File: config.mk
export PLATFORM = sky130hd
export DESIGN_NAME = css_top
export DESIGN_NICKNAME = d
export VERILOG_FILES = /design/src/css_pkg.sv /design/src/css_top.sv /design/src/css_osc_tick.sv /design/src/css_start_timer.sv
export VERILOG_INCLUDE_DIRS = /design/src
export SDC_FILE = /design/constraint.sdc
export NUM_CORES = 1
export LEC_CHECK = 0
export BUFFER_PORTS_ARGS = -buffer_cell sky130_fd_sc_hd__buf_2
export CAP_MARGIN = 20
export CELL_PAD_IN_SITES_DETAIL_PLACEMENT = 0
export CELL_PAD_IN_SITES_GLOBAL_PLACEMENT = 1
export CORE_MARGIN = 10
export CORE_UTILIZATION = 47
export CTS_CLUSTER_DIAMETER = 40
export DETAILED_ROUTE_END_ITERATION = 12
export GPL_TIMING_DRIVEN = 0
export HOLD_SLACK_MARGIN = 0.03
export PLACE_DENSITY = 0.95
export SYNTH_ARGS = -nofsm -noshare
export SYNTH_HDL_FRONTEND = slang
export SYNTH_SLANG_ARGS = --single-unit
export TNS_END_PERCENT = 100
File: constraint.sdc
create_clock -name ref_clk_i -period 6.1 [get_ports ref_clk_i]
set_input_delay 0.305 -clock ref_clk_i [delete_from_list [all_inputs] [get_ports ref_clk_i]]
set_output_delay 0.305 -clock ref_clk_i [all_outputs]
set_load 0.03 [all_outputs]
File: src/css_regs.svh
// register map, field codes, reset values and timing counts of the clock source block
`ifndef CSS_REGS_SVH
`define CSS_REGS_SVH
// bus address width and register byte offsets
`define CSS_ADDR_W 8
`define CSS_CTRL_OFS 8'h00
`define CSS_TRIM_OFS 8'h04
`define CSS_STAT_OFS 8'h08
`define CSS_CFG_OFS 8'h0C
// internal register index codes
`define CSS_IX_CTRL 3'h0
`define CSS_IX_TRIM 3'h1
`define CSS_IX_STAT 3'h2
`define CSS_IX_CFG 3'h3
`define CSS_IX_NONE 3'h4
// writable bits and reset values
`define CSS_CTRL_MASK 8'h33
`define CSS_CFG_MASK 8'h3F
`define CSS_CTRL_RST 8'h00
`define CSS_TRIM_RST 6'h00
`define CSS_CFG_RST 8'h04
// oscillator mode codes held in the configuration register
`define CSS_M_LOWPWR 3'h0
`define CSS_M_CRYSTAL 3'h1
`define CSS_M_HISPEED 3'h2
`define CSS_M_INT 3'h4
// system clock select and internal source select codes
`define CSS_SEL_CFG 2'h0
`define CSS_ISEL_HF 2'h0
`define CSS_ISEL_MF 2'h1
// bus responses
`define CSS_RESP_OK 2'h0
`define CSS_RESP_ERR 2'h2
// rates and times
`define CSS_CLK_HZ 10000000
`define CSS_CLK_NS 100
`define CSS_MF_HZ 500000
`define CSS_HF_HZ 16000000
`define CSS_LF_HZ 31000
`define CSS_PLL_MUL (`CSS_HF_HZ / `CSS_MF_HZ)
`define CSS_MF_CYC (`CSS_CLK_HZ / `CSS_MF_HZ)
`define CSS_LF_CYC (`CSS_CLK_HZ / `CSS_LF_HZ)
`define CSS_TWARM_NS 2000
`define CSS_WARM_CYC ((`CSS_TWARM_NS + `CSS_CLK_NS - 1) / `CSS_CLK_NS)
`define CSS_STARTUP_COUNT 1024
`endif

File: src/css_pkg.sv
// types shared by the clock source block
package css_pkg;
  typedef logic [1:0] css_resp_t;
  typedef logic [2:0] css_mode_t;
  typedef enum logic [1:0] {ST_POWERUP, ST_WARM, ST_RUN, ST_SLEEP} css_state_t;
endpackage : css_pkg

File: src/css_top.sv
// clock source selection and two-speed start-up with an AXI4-Lite register slave
`timescale 1ns/100ps
`include "css_regs.svh"
module css_top #(
  parameter int AW = `CSS_ADDR_W,
  parameter int STARTUP_COUNT = `CSS_STARTUP_COUNT,
  parameter int WARM_CYC = `CSS_WARM_CYC,
  parameter int LF_CYC = `CSS_LF_CYC
) (
  input wire logic ref_clk_i,
  input wire logic nrst_i,
  input wire logic awvalid_i,
  output logic awready_o,
  input wire logic [AW-1:0] awaddr_i,
  input wire logic wvalid_i,
  output logic wready_o,
  input wire logic [31:0] wdata_i,
  input wire logic [3:0] wstrb_i,
  output logic bvalid_o,
  input wire logic bready_i,
  output css_pkg::css_resp_t bresp_o,
  input wire logic arvalid_i,
  output logic arready_o,
  input wire logic [AW-1:0] araddr_i,
  output logic rvalid_o,
  input wire logic rready_i,
  output logic [31:0] rdata_o,
  output css_pkg::css_resp_t rresp_o,
  input wire logic powerup_done_i,
  input wire logic sleep_req_i,
  input wire logic wake_i,
  input wire logic ext_osc_i,
  input wire logic gpio_do_i,
  input wire logic gpio_oe_i,
  output logic clkin_gpio_o,
  output logic clkout_pin_o,
  output logic clkout_pin_oe_o,
  output logic cpu_run_o,
  output logic sys_src_ext_o,
  output logic sys_clk_en_o
);
  import css_pkg::*;

  logic [7:0] oscillator_control_reg; // system select and internal source select
  logic [5:0] frequency_trim_reg; // signed trim of the mid and high clocks
  logic [7:0] osc_config; // mode, switchover, clock output disable, failsafe
  logic startup_done_flag; // set when the external crystal is qualified
  css_state_t state; // start-up sequencer
  css_state_t next_state;
  logic [7:0] warm_cnt; // cycles spent warming the internal source
  logic ext_q; // previous external oscillator level
  logic clkout_q; // divided clock shown on the output pin
  logic aw_got, w_got; // write halves captured
  logic [AW-1:0] wa; // captured write address
  logic [7:0] wd; // captured write byte
  logic ws; // low byte lane enabled
  logic wr_fire; // both halves present, answer not yet given
  logic mf_t, hf_t, lf_t; // internal oscillator ticks
  logic [9:0] mf_per, hf_per, hf_raw;
  logic signed [11:0] mf_s;
  logic start_done; // start-up timer has seen the full count

  // register decode, shared by the read and the write path
  function automatic logic [2:0] reg_idx(input logic [AW-1:0] a);
    if (a == AW'(`CSS_CTRL_OFS)) reg_idx = `CSS_IX_CTRL;
    else if (a == AW'(`CSS_TRIM_OFS)) reg_idx = `CSS_IX_TRIM;
    else if (a == AW'(`CSS_STAT_OFS)) reg_idx = `CSS_IX_STAT;
    else if (a == AW'(`CSS_CFG_OFS)) reg_idx = `CSS_IX_CFG;
    else reg_idx = `CSS_IX_NONE;
  endfunction : reg_idx

  // field views of the control and configuration registers
  wire logic [1:0] sys_clock_select = oscillator_control_reg[1:0];
  wire logic [1:0] int_sel = oscillator_control_reg[5:4];
  wire css_mode_t osc_mode_config = osc_config[2:0];
  wire logic switchover_enable_cfg = osc_config[3];
  wire logic clock_output_disable_cfg = osc_config[4];
  wire logic failsafe_clock_monitor = osc_config[5];

  wire logic mode_xtal = (osc_mode_config == `CSS_M_LOWPWR) || (osc_mode_config == `CSS_M_CRYSTAL) ||
    (osc_mode_config == `CSS_M_HISPEED);
  wire logic mode_int = (osc_mode_config == `CSS_M_INT);
  // two-speed only for crystal modes with select 00; failsafe forces the enable
  wire logic two_speed = (switchover_enable_cfg || failsafe_clock_monitor) &&
    (sys_clock_select == `CSS_SEL_CFG) && mode_xtal;
  // an upper select bit overrides the configured source at run time
  wire logic ext_path = !sys_clock_select[1] && !mode_int;
  wire logic src_ext = ext_path && (!mode_xtal || startup_done_flag);
  // crystal without two-speed: the core is held until the count finishes
  wire logic hold = ext_path && mode_xtal && !two_speed && !startup_done_flag;
  wire logic need_int = !ext_path || two_speed;
  wire logic ext_edge = ext_osc_i && !ext_q;
  wire logic start_en = (state == ST_RUN) && ext_path && mode_xtal;
  // the count restarts whenever the sequencer leaves the running state
  wire logic start_clr = (state != ST_RUN) || sleep_req_i;
  wire logic warm_done = !need_int || (warm_cnt == 8'(WARM_CYC - 1));
  wire logic int_tick = (int_sel == `CSS_ISEL_HF) ? hf_t : (int_sel == `CSS_ISEL_MF) ? mf_t : lf_t;

  // mid clock period follows the signed trim, clamped to at least one cycle
  assign mf_s = 12'(`CSS_MF_CYC) + {{6{frequency_trim_reg[5]}}, frequency_trim_reg};
  assign mf_per = (mf_s[11] || mf_s == 12'h000) ? 10'h001 : mf_s[9:0];
  // the high clock is the trimmed mid clock times the loop ratio; at this
  // reference rate it saturates at one tick per cycle
  assign hf_raw = mf_per / 10'(`CSS_PLL_MUL);
  assign hf_per = (hf_raw == 10'h000) ? 10'h001 : hf_raw;
  assign wr_fire = aw_got && w_got && !bvalid_o;

  css_osc_tick #(.CW(10)) u_mf (.ref_clk_i(ref_clk_i), .nrst_i(nrst_i), .period_i(mf_per), .tick_o(mf_t));
  css_osc_tick #(.CW(10)) u_hf (.ref_clk_i(ref_clk_i), .nrst_i(nrst_i), .period_i(hf_per), .tick_o(hf_t));
  // low clock: own divider, no trim input, so it never follows the mid clock
  css_osc_tick #(.CW(10)) u_lf (.ref_clk_i(ref_clk_i), .nrst_i(nrst_i), .period_i(10'(LF_CYC)),
    .tick_o(lf_t));
  css_start_timer #(.COUNT(STARTUP_COUNT)) u_start (.ref_clk_i(ref_clk_i), .nrst_i(nrst_i), .clr_i(start_clr),
    .en_i(start_en), .edge_i(ext_edge), .done_o(start_done));

  // sequencer: power-up wait, warm-up, running, sleeping
  always_comb begin
    next_state = state;
    case (state)
      ST_POWERUP: if (powerup_done_i) next_state = ST_WARM;
      ST_WARM: if (warm_done) next_state = ST_RUN;
      ST_RUN: if (sleep_req_i) next_state = ST_SLEEP;
      ST_SLEEP: if (wake_i) next_state = ST_WARM;
      default: next_state = ST_POWERUP;
    endcase
  end

  // state register
  always_ff @(posedge ref_clk_i or negedge nrst_i) begin
    if (!nrst_i) state <= ST_POWERUP;
    else state <= next_state;
  end

  // warm-up counter runs only while warming
  always_ff @(posedge ref_clk_i or negedge nrst_i) begin
    if (!nrst_i) warm_cnt <= 8'h00;
    else if (state != ST_WARM) warm_cnt <= 8'h00;
    else warm_cnt <= 8'(warm_cnt + 1'b1);
  end

  // status flag: sleep wins so an aborted start leaves it clear
  always_ff @(posedge ref_clk_i or negedge nrst_i) begin
    if (!nrst_i) startup_done_flag <= 1'b0;
    else if (sleep_req_i && state == ST_RUN) startup_done_flag <= 1'b0;
    else if (start_en && start_done) startup_done_flag <= 1'b1;
  end

  // core-facing outputs, all registered
  always_ff @(posedge ref_clk_i or negedge nrst_i) begin
    if (!nrst_i) begin
      ext_q <= 1'b0;
      cpu_run_o <= 1'b0;
      sys_src_ext_o <= 1'b0;
      sys_clk_en_o <= 1'b0;
    end else begin
      ext_q <= ext_osc_i;
      cpu_run_o <= (state == ST_RUN) && !hold;
      sys_src_ext_o <= (state == ST_RUN) && src_ext;
      sys_clk_en_o <= (state == ST_RUN) && !hold && (src_ext ? ext_edge : int_tick);
    end
  end

  // pins: in internal mode the input pin is free and the output pin shows clock or port data
  always_ff @(posedge ref_clk_i or negedge nrst_i) begin
    if (!nrst_i) begin
      clkout_q <= 1'b0;
      clkin_gpio_o <= 1'b0;
      clkout_pin_o <= 1'b0;
      clkout_pin_oe_o <= 1'b0;
    end else begin
      if (int_tick) clkout_q <= !clkout_q;
      clkin_gpio_o <= mode_int;
      if (mode_int && !clock_output_disable_cfg) begin
        clkout_pin_o <= clkout_q;
        clkout_pin_oe_o <= 1'b1;
      end else begin
        clkout_pin_o <= gpio_do_i;
        clkout_pin_oe_o <= gpio_oe_i;
      end
    end
  end

  // write channels: address and data taken in either order, one write at a time
  always_ff @(posedge ref_clk_i or negedge nrst_i) begin
    if (!nrst_i) begin
      awready_o <= 1'b1;
      wready_o <= 1'b1;
      bvalid_o <= 1'b0;
      bresp_o <= `CSS_RESP_OK;
      aw_got <= 1'b0;
      w_got <= 1'b0;
      wa <= '0;
      wd <= 8'h00;
      ws <= 1'b0;
    end else begin
      if (awvalid_i && awready_o) begin
        aw_got <= 1'b1;
        wa <= awaddr_i;
        awready_o <= 1'b0;
      end
      if (wvalid_i && wready_o) begin
        w_got <= 1'b1;
        wd <= wdata_i[7:0];
        ws <= wstrb_i[0];
        wready_o <= 1'b0;
      end
      if (wr_fire) begin
        bvalid_o <= 1'b1;
        bresp_o <= (reg_idx(wa) == `CSS_IX_NONE) ? `CSS_RESP_ERR : `CSS_RESP_OK;
      end
      if (bvalid_o && bready_i) begin
        bvalid_o <= 1'b0;
        aw_got <= 1'b0;
        w_got <= 1'b0;
        awready_o <= 1'b1;
        wready_o <= 1'b1;
      end
    end
  end

  // register writes land at the edge that raises the write answer
  always_ff @(posedge ref_clk_i or negedge nrst_i) begin
    if (!nrst_i) begin
      oscillator_control_reg <= `CSS_CTRL_RST;
      frequency_trim_reg <= `CSS_TRIM_RST;
      osc_config <= `CSS_CFG_RST;
    end else if (wr_fire && ws) begin
      if (reg_idx(wa) == `CSS_IX_CTRL) oscillator_control_reg <= wd & `CSS_CTRL_MASK;
      else if (reg_idx(wa) == `CSS_IX_TRIM) frequency_trim_reg <= wd[5:0];
      else if (reg_idx(wa) == `CSS_IX_CFG) osc_config <= wd & `CSS_CFG_MASK;
    end
  end

  // read channel: answer one cycle after the address is taken
  always_ff @(posedge ref_clk_i or negedge nrst_i) begin
    if (!nrst_i) begin
      arready_o <= 1'b1;
      rvalid_o <= 1'b0;
      rdata_o <= 32'h0000_0000;
      rresp_o <= `CSS_RESP_OK;
    end else if (arvalid_i && arready_o) begin
      arready_o <= 1'b0;
      rvalid_o <= 1'b1;
      rresp_o <= `CSS_RESP_OK;
      if (reg_idx(araddr_i) == `CSS_IX_CTRL) rdata_o <= {24'h00_0000, oscillator_control_reg};
      else if (reg_idx(araddr_i) == `CSS_IX_TRIM) rdata_o <= {26'h000_0000, frequency_trim_reg};
      else if (reg_idx(araddr_i) == `CSS_IX_STAT) rdata_o <= {26'h000_0000, state, cpu_run_o,
        two_speed, sys_src_ext_o, startup_done_flag};
      else if (reg_idx(araddr_i) == `CSS_IX_CFG) rdata_o <= {24'h00_0000, osc_config};
      else begin
        rdata_o <= 32'h0000_0000;
        rresp_o <= `CSS_RESP_ERR;
      end
    end else if (rvalid_o && rready_i) begin
      rvalid_o <= 1'b0;
      arready_o <= 1'b1;
    end
  end
endmodule : css_top

File: src/css_osc_tick.sv
// one oscillator modelled as a one-cycle tick at a programmable period
`timescale 1ns/100ps
module css_osc_tick #(
  parameter int CW = 10
) (
  input wire logic ref_clk_i,
  input wire logic nrst_i,
  input wire logic [CW-1:0] period_i,
  output logic tick_o
);
  import css_pkg::*;
  logic [CW-1:0] cnt; // cycles since last tick

  // period of zero is treated like one by the caller, never here
  always_ff @(posedge ref_clk_i or negedge nrst_i) begin
    if (!nrst_i) begin
      cnt <= '0;
      tick_o <= 1'b0;
    end else if (cnt >= CW'(period_i - 1'b1)) begin
      cnt <= '0;
      tick_o <= 1'b1;
    end else begin
      cnt <= CW'(cnt + 1'b1);
      tick_o <= 1'b0;
    end
  end
endmodule : css_osc_tick

File: src/css_start_timer.sv
// start-up timer counting external oscillator edges
`timescale 1ns/100ps
module css_start_timer #(
  parameter int COUNT = 1024
) (
  input wire logic ref_clk_i,
  input wire logic nrst_i,
  input wire logic clr_i,
  input wire logic en_i,
  input wire logic edge_i,
  output logic done_o
);
  import css_pkg::*;
  localparam int CW = $clog2(COUNT + 1);
  logic [CW-1:0] cnt; // external edges seen so far

  // clear wins over counting so an aborted count never carries over
  always_ff @(posedge ref_clk_i or negedge nrst_i) begin
    if (!nrst_i) begin
      cnt <= '0;
      done_o <= 1'b0;
    end else if (clr_i) begin
      cnt <= '0;
      done_o <= 1'b0;
    end else if (en_i && edge_i && !done_o) begin
      cnt <= CW'(cnt + 1'b1);
      done_o <= (cnt == CW'(COUNT - 1));
    end
  end
endmodule : css_start_timer

Word level (Yosys, flattened, before mapping)
Cells that the tools add are included.

Register bits after elaboration: 138. Latch bits: 0. Memory bits (writable): 0. Bits in read-only memories: 0. Input bits: 65. Output and inout bits: 47. Word-level logic and storage cells: 215. Memories: 0.

Add/subtract/negate cells: 8. $mul: 0. Divide/modulo/power cells: 0. Magnitude comparators: 3. Equal/unequal tests: 27. Shifts and indexed selects: 0. Mux-type cells: 73. Bitwise operators: 2. Reduce and logical (&&, ||, !) cells: 67.

Operators with widths (number): $mux 3 (25); $mux 10 (4); $eq 8x4->1 const B (4); $add 10x1->10 const B (3); $logic_and 1x1->1 (26); $mux 1 (26); $mux 6 (4); $mux 11 (2); $ge 10x10->1 (2); $mux 2 (9); $eq 8x3->1 const B (2); $logic_not 8->1 (2); $logic_not 1->1 (13); $eq 3x2->1 const B (4); $logic_not 12->1 (1); $reduce_bool 2->1 (6); $add 11x1->11 const B (1); $eq 11x10->1 const B (1); $ge 10x9->1 const B (1); $logic_not 10->1 (1); $ne 2x2->1 const B (5); $sub 10x1->10 const B (1); $eq 3x1->1 const B (3); $logic_not 3->1 (3); 17 further kinds (31).

Longest topological paths before layout
Word-level depth: 23. Mapped depth: 15. Gate-level depth less buffers: 14.

By module
A second synthesis with hierarchy kept.

Cell total of the unflattened synthesis: 587. Area total of the unflattened synthesis: 6503.7 µm².

Modules (own cells, without submodules): css_top (instances 1, cells an instance 254, area each 3163.0 µm², sequential area each 1631.6 µm²); css_osc_tick (u_hf ...) (instances 2, cells an instance 92, area each 920.9 µm², sequential area each 275.3 µm²); css_osc_tick (u_mf) (instances 1, cells an instance 91, area each 912.1 µm², sequential area each 275.3 µm²); css_start_timer (instances 1, cells an instance 58, area each 586.8 µm², sequential area each 300.3 µm²).

Worst setup path before layout
Ideal clock, no wire load.

Kind: register -> register. Start point: reg frequency_trim_reg[3]. End point: reg u_mf.cnt[2]. Setup time: 136 ps. Arrival: 3039 ps. Path slack: 2925 ps. Stages on the path, launching flop included: 16. Buffers on the path: 1. Period minus slack after synthesis: 3175 ps. Cell sequence: dfrtp_1 -> ha_1 -> or3b_2 -> o21ai_0 -> and3_1 -> nor3_1 -> ha_1 -> nand2_1 -> nor3_1 -> o21ai_0 -> o2111a_1 -> ha_1 -> nand4_1 -> o31ai_1 -> clkbuf_1 -> nor3_1.

Word-level cells in the longest chain between the ends: 7.

RTL lines: from (decl) (line css_top.sv:45) `logic [5:0] frequency_trim_reg;`; from (signal assigned) (line css_top.sv:225) `` frequency_trim_reg <= `CSS_TRIM_RST; ``; from (signal assigned) (line css_top.sv:229) `` else if (reg_idx(wa) == `CSS_IX_TRIM) frequency_trim_reg <= wd[5:0]; ``; $add 6x6->7 * (line css_top.sv:100) `` assign mf_s = 12'(`CSS_MF_CYC) + {{6{frequency_trim_reg[5]}}, frequency_trim_reg}; ``; $logic_not 12->1 (line css_top.sv:101) `assign mf_per = (mf_s[11] || mf_s == 12'h000) ? 10'h001 : mf_s[9:0];`; $logic_or 1x1->1 (line css_top.sv:101); $mux 10 * (line css_top.sv:101); $sub 10x1->10 * (line css_osc_tick.sv:19) `end else if (cnt >= CW'(period_i - 1'b1)) begin`; $ge 10x10->1 * (line css_osc_tick.sv:19); $mux 10 * (line css_osc_tick.sv:19); to (signal assigned) (line css_osc_tick.sv:23) `cnt <= CW'(cnt + 1'b1);`; to (decl) (line css_osc_tick.sv:12) `logic [CW-1:0] cnt;`.

Mark *: on every way between the ends. The rest lies on a longest branch, timed or not. A chain may end at the register's enable or synchronous reset.

Worst setup path in the final report
Start point: reg frequency_trim_reg[3]. End point: reg u_mf.cnt[7].

The elaborated chain is that of the path after synthesis.

==> impl_metrics.env <==
export IMPL_status="complete, no violations"
export IMPL_initial_core_util_pct=48.5
export IMPL_antenna_violations_before_repair=0
export IMPL_floorplan_rows=39
export IMPL_cts_setup_buffers=0
export IMPL_area_delta_synth_final_pct=16.4
export IMPL_p_leak_nw=3.13
export IMPL_synth_area_leader_cell="sky130_fd_sc_hd__dfrtp_1"
export IMPL_gp_routability_congestion=0.834
export IMPL_final_hold_violation_count=0
export IMPL_floorplan_io_pins=112
export IMPL_first_iter_violations=261
export IMPL_buffer_ports_inserted=52
export IMPL_worst_slew_pin_slew_ns=0.688
export IMPL_first_global_vias=4040
export IMPL_setup_clock_skew_after_layout_ns=0.00899
export IMPL_die_x_um=129
export IMPL_layout_filler_cells=970
export IMPL_drv_max_cap_violation_count=0
export IMPL_n_antenna_cell=0
export IMPL_syn_area_per_cell_um2=11.1
export IMPL_grt_max_degree=73
export IMPL_timing_hold_worst_class="in2reg"
export IMPL_critical_path_arrival_ns=4.15
export IMPL_synth_lib_cells_used_distinct=62
export IMPL_criticalPathCategory="reg2reg"
export IMPL_regMostFlops="u_start.cnt"
export IMPL_netlist_area_um2=5590
export IMPL_tritoncts_buffers=9
export IMPL_worst_ir_drop_vdd_uv=141
export IMPL_yosys_register_bits=110
export IMPL_grt_total_usage_pct=14.2
export IMPL_fmax_ghz=0.254
export IMPL_synth_mux_area_share_pct=9.74
export IMPL_mostFrequentLayoutCell="sky130_fd_sc_hd__dfrtp_1"
export IMPL_syn_instance_count=503
export IMPL_yosys_most_used_dff="sky130_fd_sc_hd__dfrtp_1"
export IMPL_final_net_count=695
export IMPL_xor_xnor_cell_area_share_of_the_yosys_netlist_pct=4.23
export IMPL_regToRegSetupSlack_ns=2.16
export IMPL_yosys_area_share_simple_pct=16.4
export IMPL_path_clk_slew_ns=0.07
export IMPL_synth_area_top_cells="sky130_fd_sc_hd__dfrtp_1 (47%), sky130_fd_sc_hd__mux2_2 (7.1%), sky130_fd_sc_hd__ha_1 (6.0%), sky130_fd_sc_hd__buf_4 (3.8%), sky130_fd_sc_hd__xnor2_1 (2.4%)"
export IMPL_dp_final_hpwl_mm=8.82
export IMPL_drt_drc_violations_left=0
export IMPL_largest_register_ff_count=11
export IMPL_initial_drt_pass_iterations=4
export IMPL_crit_end_element="flip-flop"
export IMPL_yosysSeqAreaShare_pct=49.4
export IMPL_power_total_mw=2.15
export IMPL_globalRouteOverflowTotal=0
export IMPL_via_count=3979
export IMPL_worst_slew_margin_rel_pct=53.8
export IMPL_synth_top_area_share_pct=47.5
export IMPL_compound_cell_area_share_of_the_yosys_netlist_pct=8.22
export IMPL_synth_edf_count=0
export IMPL_antenna_violating_nets_post_route=0
export IMPL_rsz0062_at_grt="false"
export IMPL_ys_async_sr_fraction_pct=100
export IMPL_buffer_cell_driving_the_clock_tree_root="sky130_fd_sc_hd__clkbuf_16"
export IMPL_maximum_buffer_depth_of_the_clock_tree=2
export IMPL_route_detailed_wl_per_inst_um=15.3
export IMPL_crit_path_start_kind="flip-flop"
export IMPL_htree_num_levels=3
export IMPL_most_common_layout_cells="sky130_fd_sc_hd__dfrtp_1 (106), sky130_fd_sc_hd__buf_2 (52), sky130_fd_sc_hd__conb_1 (37), sky130_fd_sc_hd__mux2_2 (35), sky130_fd_sc_hd__nor2_1 (30)"
export IMPL_power_density_nw_per_um2=330
export IMPL_core_um2=11500
export IMPL_worst_ep_required_time_ns=6.31
export IMPL_grt_first_pass_wirelength_mm=19.5
export IMPL_die_span_y_um=129
export IMPL_synth_top_family_by_area="simple AND/OR/NAND/NOR gates"
export IMPL_setup_viol=0
export IMPL_cts_tree="done"
export IMPL_finalSetupTns_ns=0
export IMPL_vias_per_cell=5.30
export IMPL_die_area_um2=16600
export IMPL_final_max_slew_violation_count=0
export IMPL_synth_adder_area_share_pct=6.05
export IMPL_post_route_period_util_pct=64.5
export IMPL_yosys_warnings=0
export IMPL_drt_wl_total_mm=11.5
export IMPL_critical_path_peak_fanout=10
export IMPL_clk_latency_ns=0.35
export IMPL_final_period_minus_worst_setup_slack_ns=3.94
export IMPL_clock_sink_total=110
export IMPL_layout_drive_gt1_share_pct=25.3
[final cells by class]
cell class	count	area (um2)	share of cell area [%]
plain buffers	39	253	3.89
clock buffers	9	225	3.46
clock inverters	7	80.1	1.23
inverters	20	75.1	1.15
multi-input cells	369	2630	40.5
flip-flops and latches	110	2760	42.4
well taps	143	179	2.75
repair buffers	54	300	4.62
[kinds of logic after synthesis]
family,Yosys count
xor+xnor,27
simple gates,162
other cells,2
buf+inv,59
compound gates,71
fa+ha+maj,27
flops,110
mux,45
[stage by stage]
stage,instance area [um2],cells,hold slack [ns],setup WS [ns],util [%]
3_5_place_dp,6190,734,0.324,2.28,53.7
4_1_cts,6500,751,0.116,2.24,56.5
5_1_grt,6500,751,0.120,1.79,56.5
6_report,6500,751,0.127,2.16,56.5
2_1_floorplan,5720,538,0.00941,2.93,-
3_3_place_gp,6160,733,0.441,2.46,53.5
[layer usage]
| layer | global-route usage [%] | wire [um] |
|---|---|---|
| met3 | 4.32 | 603 |
| met1 | 17.1 | 5000 |
| met5 | 0 | 0 |
| met2 | 24.5 | 5830 |
| met4 | 2.88 | 92 |
[critical path, stage by stage (launching register included)]
cell and delay (ns):
sky130_fd_sc_hd__dfrtp_1 0.49, sky130_fd_sc_hd__ha_1 0.23, sky130_fd_sc_hd__clkbuf_1 0.31, sky130_fd_sc_hd__o21ai_0 0.22, sky130_fd_sc_hd__and3_1 0.24, sky130_fd_sc_hd__nor3_1 0.27, sky130_fd_sc_hd__ha_1 0.30, sky130_fd_sc_hd__nand2_1 0.09
sky130_fd_sc_hd__nor3_1 0.18, sky130_fd_sc_hd__o21ai_0 0.13, sky130_fd_sc_hd__o2111a_1 0.15, sky130_fd_sc_hd__ha_1 0.29, sky130_fd_sc_hd__nand4_1 0.08, sky130_fd_sc_hd__o31ai_1 0.33, sky130_fd_sc_hd__clkbuf_1 0.38, sky130_fd_sc_hd__nor3_1 0.10
[report_power, final]
group / switching (mW) / total, mW / internal [mW]
Sequential: 0.127 / 0.993 / 0.866
Combinational: 0.305 / 0.555 / 0.251
Clock: 0.273 / 0.598 / 0.324
[cell usage after synthesis (2+ instances only)]
| cell | number |
|---|---|
| sky130_fd_sc_hd__conb_1 | 2 |
| sky130_fd_sc_hd__nor4b_1 | 2 |
| sky130_fd_sc_hd__mux2_2 | 35 |
| sky130_fd_sc_hd__a21oi_1 | 20 |
| sky130_fd_sc_hd__o21ai_0 | 16 |
| sky130_fd_sc_hd__dfstp_2 | 4 |
| sky130_fd_sc_hd__or3b_2 | 2 |
| sky130_fd_sc_hd__a21o_1 | 7 |
| sky130_fd_sc_hd__dfrtp_1 | 106 |
| sky130_fd_sc_hd__o31ai_1 | 2 |
| sky130_fd_sc_hd__xnor2_1 | 15 |
| sky130_fd_sc_hd__ha_1 | 27 |
| sky130_fd_sc_hd__and4_1 | 4 |
| sky130_fd_sc_hd__nor4_1 | 5 |
| sky130_fd_sc_hd__xor2_1 | 12 |
| sky130_fd_sc_hd__mux2i_1 | 6 |
| sky130_fd_sc_hd__nand3_1 | 19 |
| sky130_fd_sc_hd__or3_1 | 3 |
| sky130_fd_sc_hd__and2_1 | 9 |
| sky130_fd_sc_hd__nand2b_1 | 2 |
| sky130_fd_sc_hd__a22o_1 | 4 |
| sky130_fd_sc_hd__inv_1 | 20 |
| sky130_fd_sc_hd__clkbuf_1 | 10 |
| sky130_fd_sc_hd__mux4_2 | 4 |
| sky130_fd_sc_hd__nand3b_1 | 2 |
| sky130_fd_sc_hd__nor2b_1 | 5 |
| sky130_fd_sc_hd__and4b_1 | 2 |
| sky130_fd_sc_hd__a31o_2 | 3 |
| sky130_fd_sc_hd__buf_4 | 28 |
| sky130_fd_sc_hd__nor3_1 | 18 |
| sky130_fd_sc_hd__a31oi_1 | 4 |
| sky130_fd_sc_hd__nor3b_1 | 2 |
| sky130_fd_sc_hd__or4_1 | 2 |
| sky130_fd_sc_hd__nor2_1 | 30 |
| sky130_fd_sc_hd__nand2_1 | 28 |
| sky130_fd_sc_hd__and3_1 | 8 |
| sky130_fd_sc_hd__nand4_1 | 8 |
| sky130_fd_sc_hd__or2_2 | 3 |
[final timing paths]
path                                       start     endpoint  cells after the start
max                        frequency_trim_reg[3]  u_mf.cnt[7]                     15
min                                     wvalid_i     wready_o                      2
max reg2reg                frequency_trim_reg[3]  u_mf.cnt[7]                     15
min reg2reg                          warm_cnt[0]  warm_cnt[0]                      1
max in group asynchronous                 nrst_i     wready_o                      3
min in group asynchronous                 nrst_i     rvalid_o                      2
[timing repair]
action | CTS | global route
endpoints found under the hold margin | 37 | 0
gates resized for setup | 0 | 0
endpoints found under the setup margin | 0 | 0
hold buffers | 1 | 0
No activity file was read; power rests on OpenSTA's default activity.
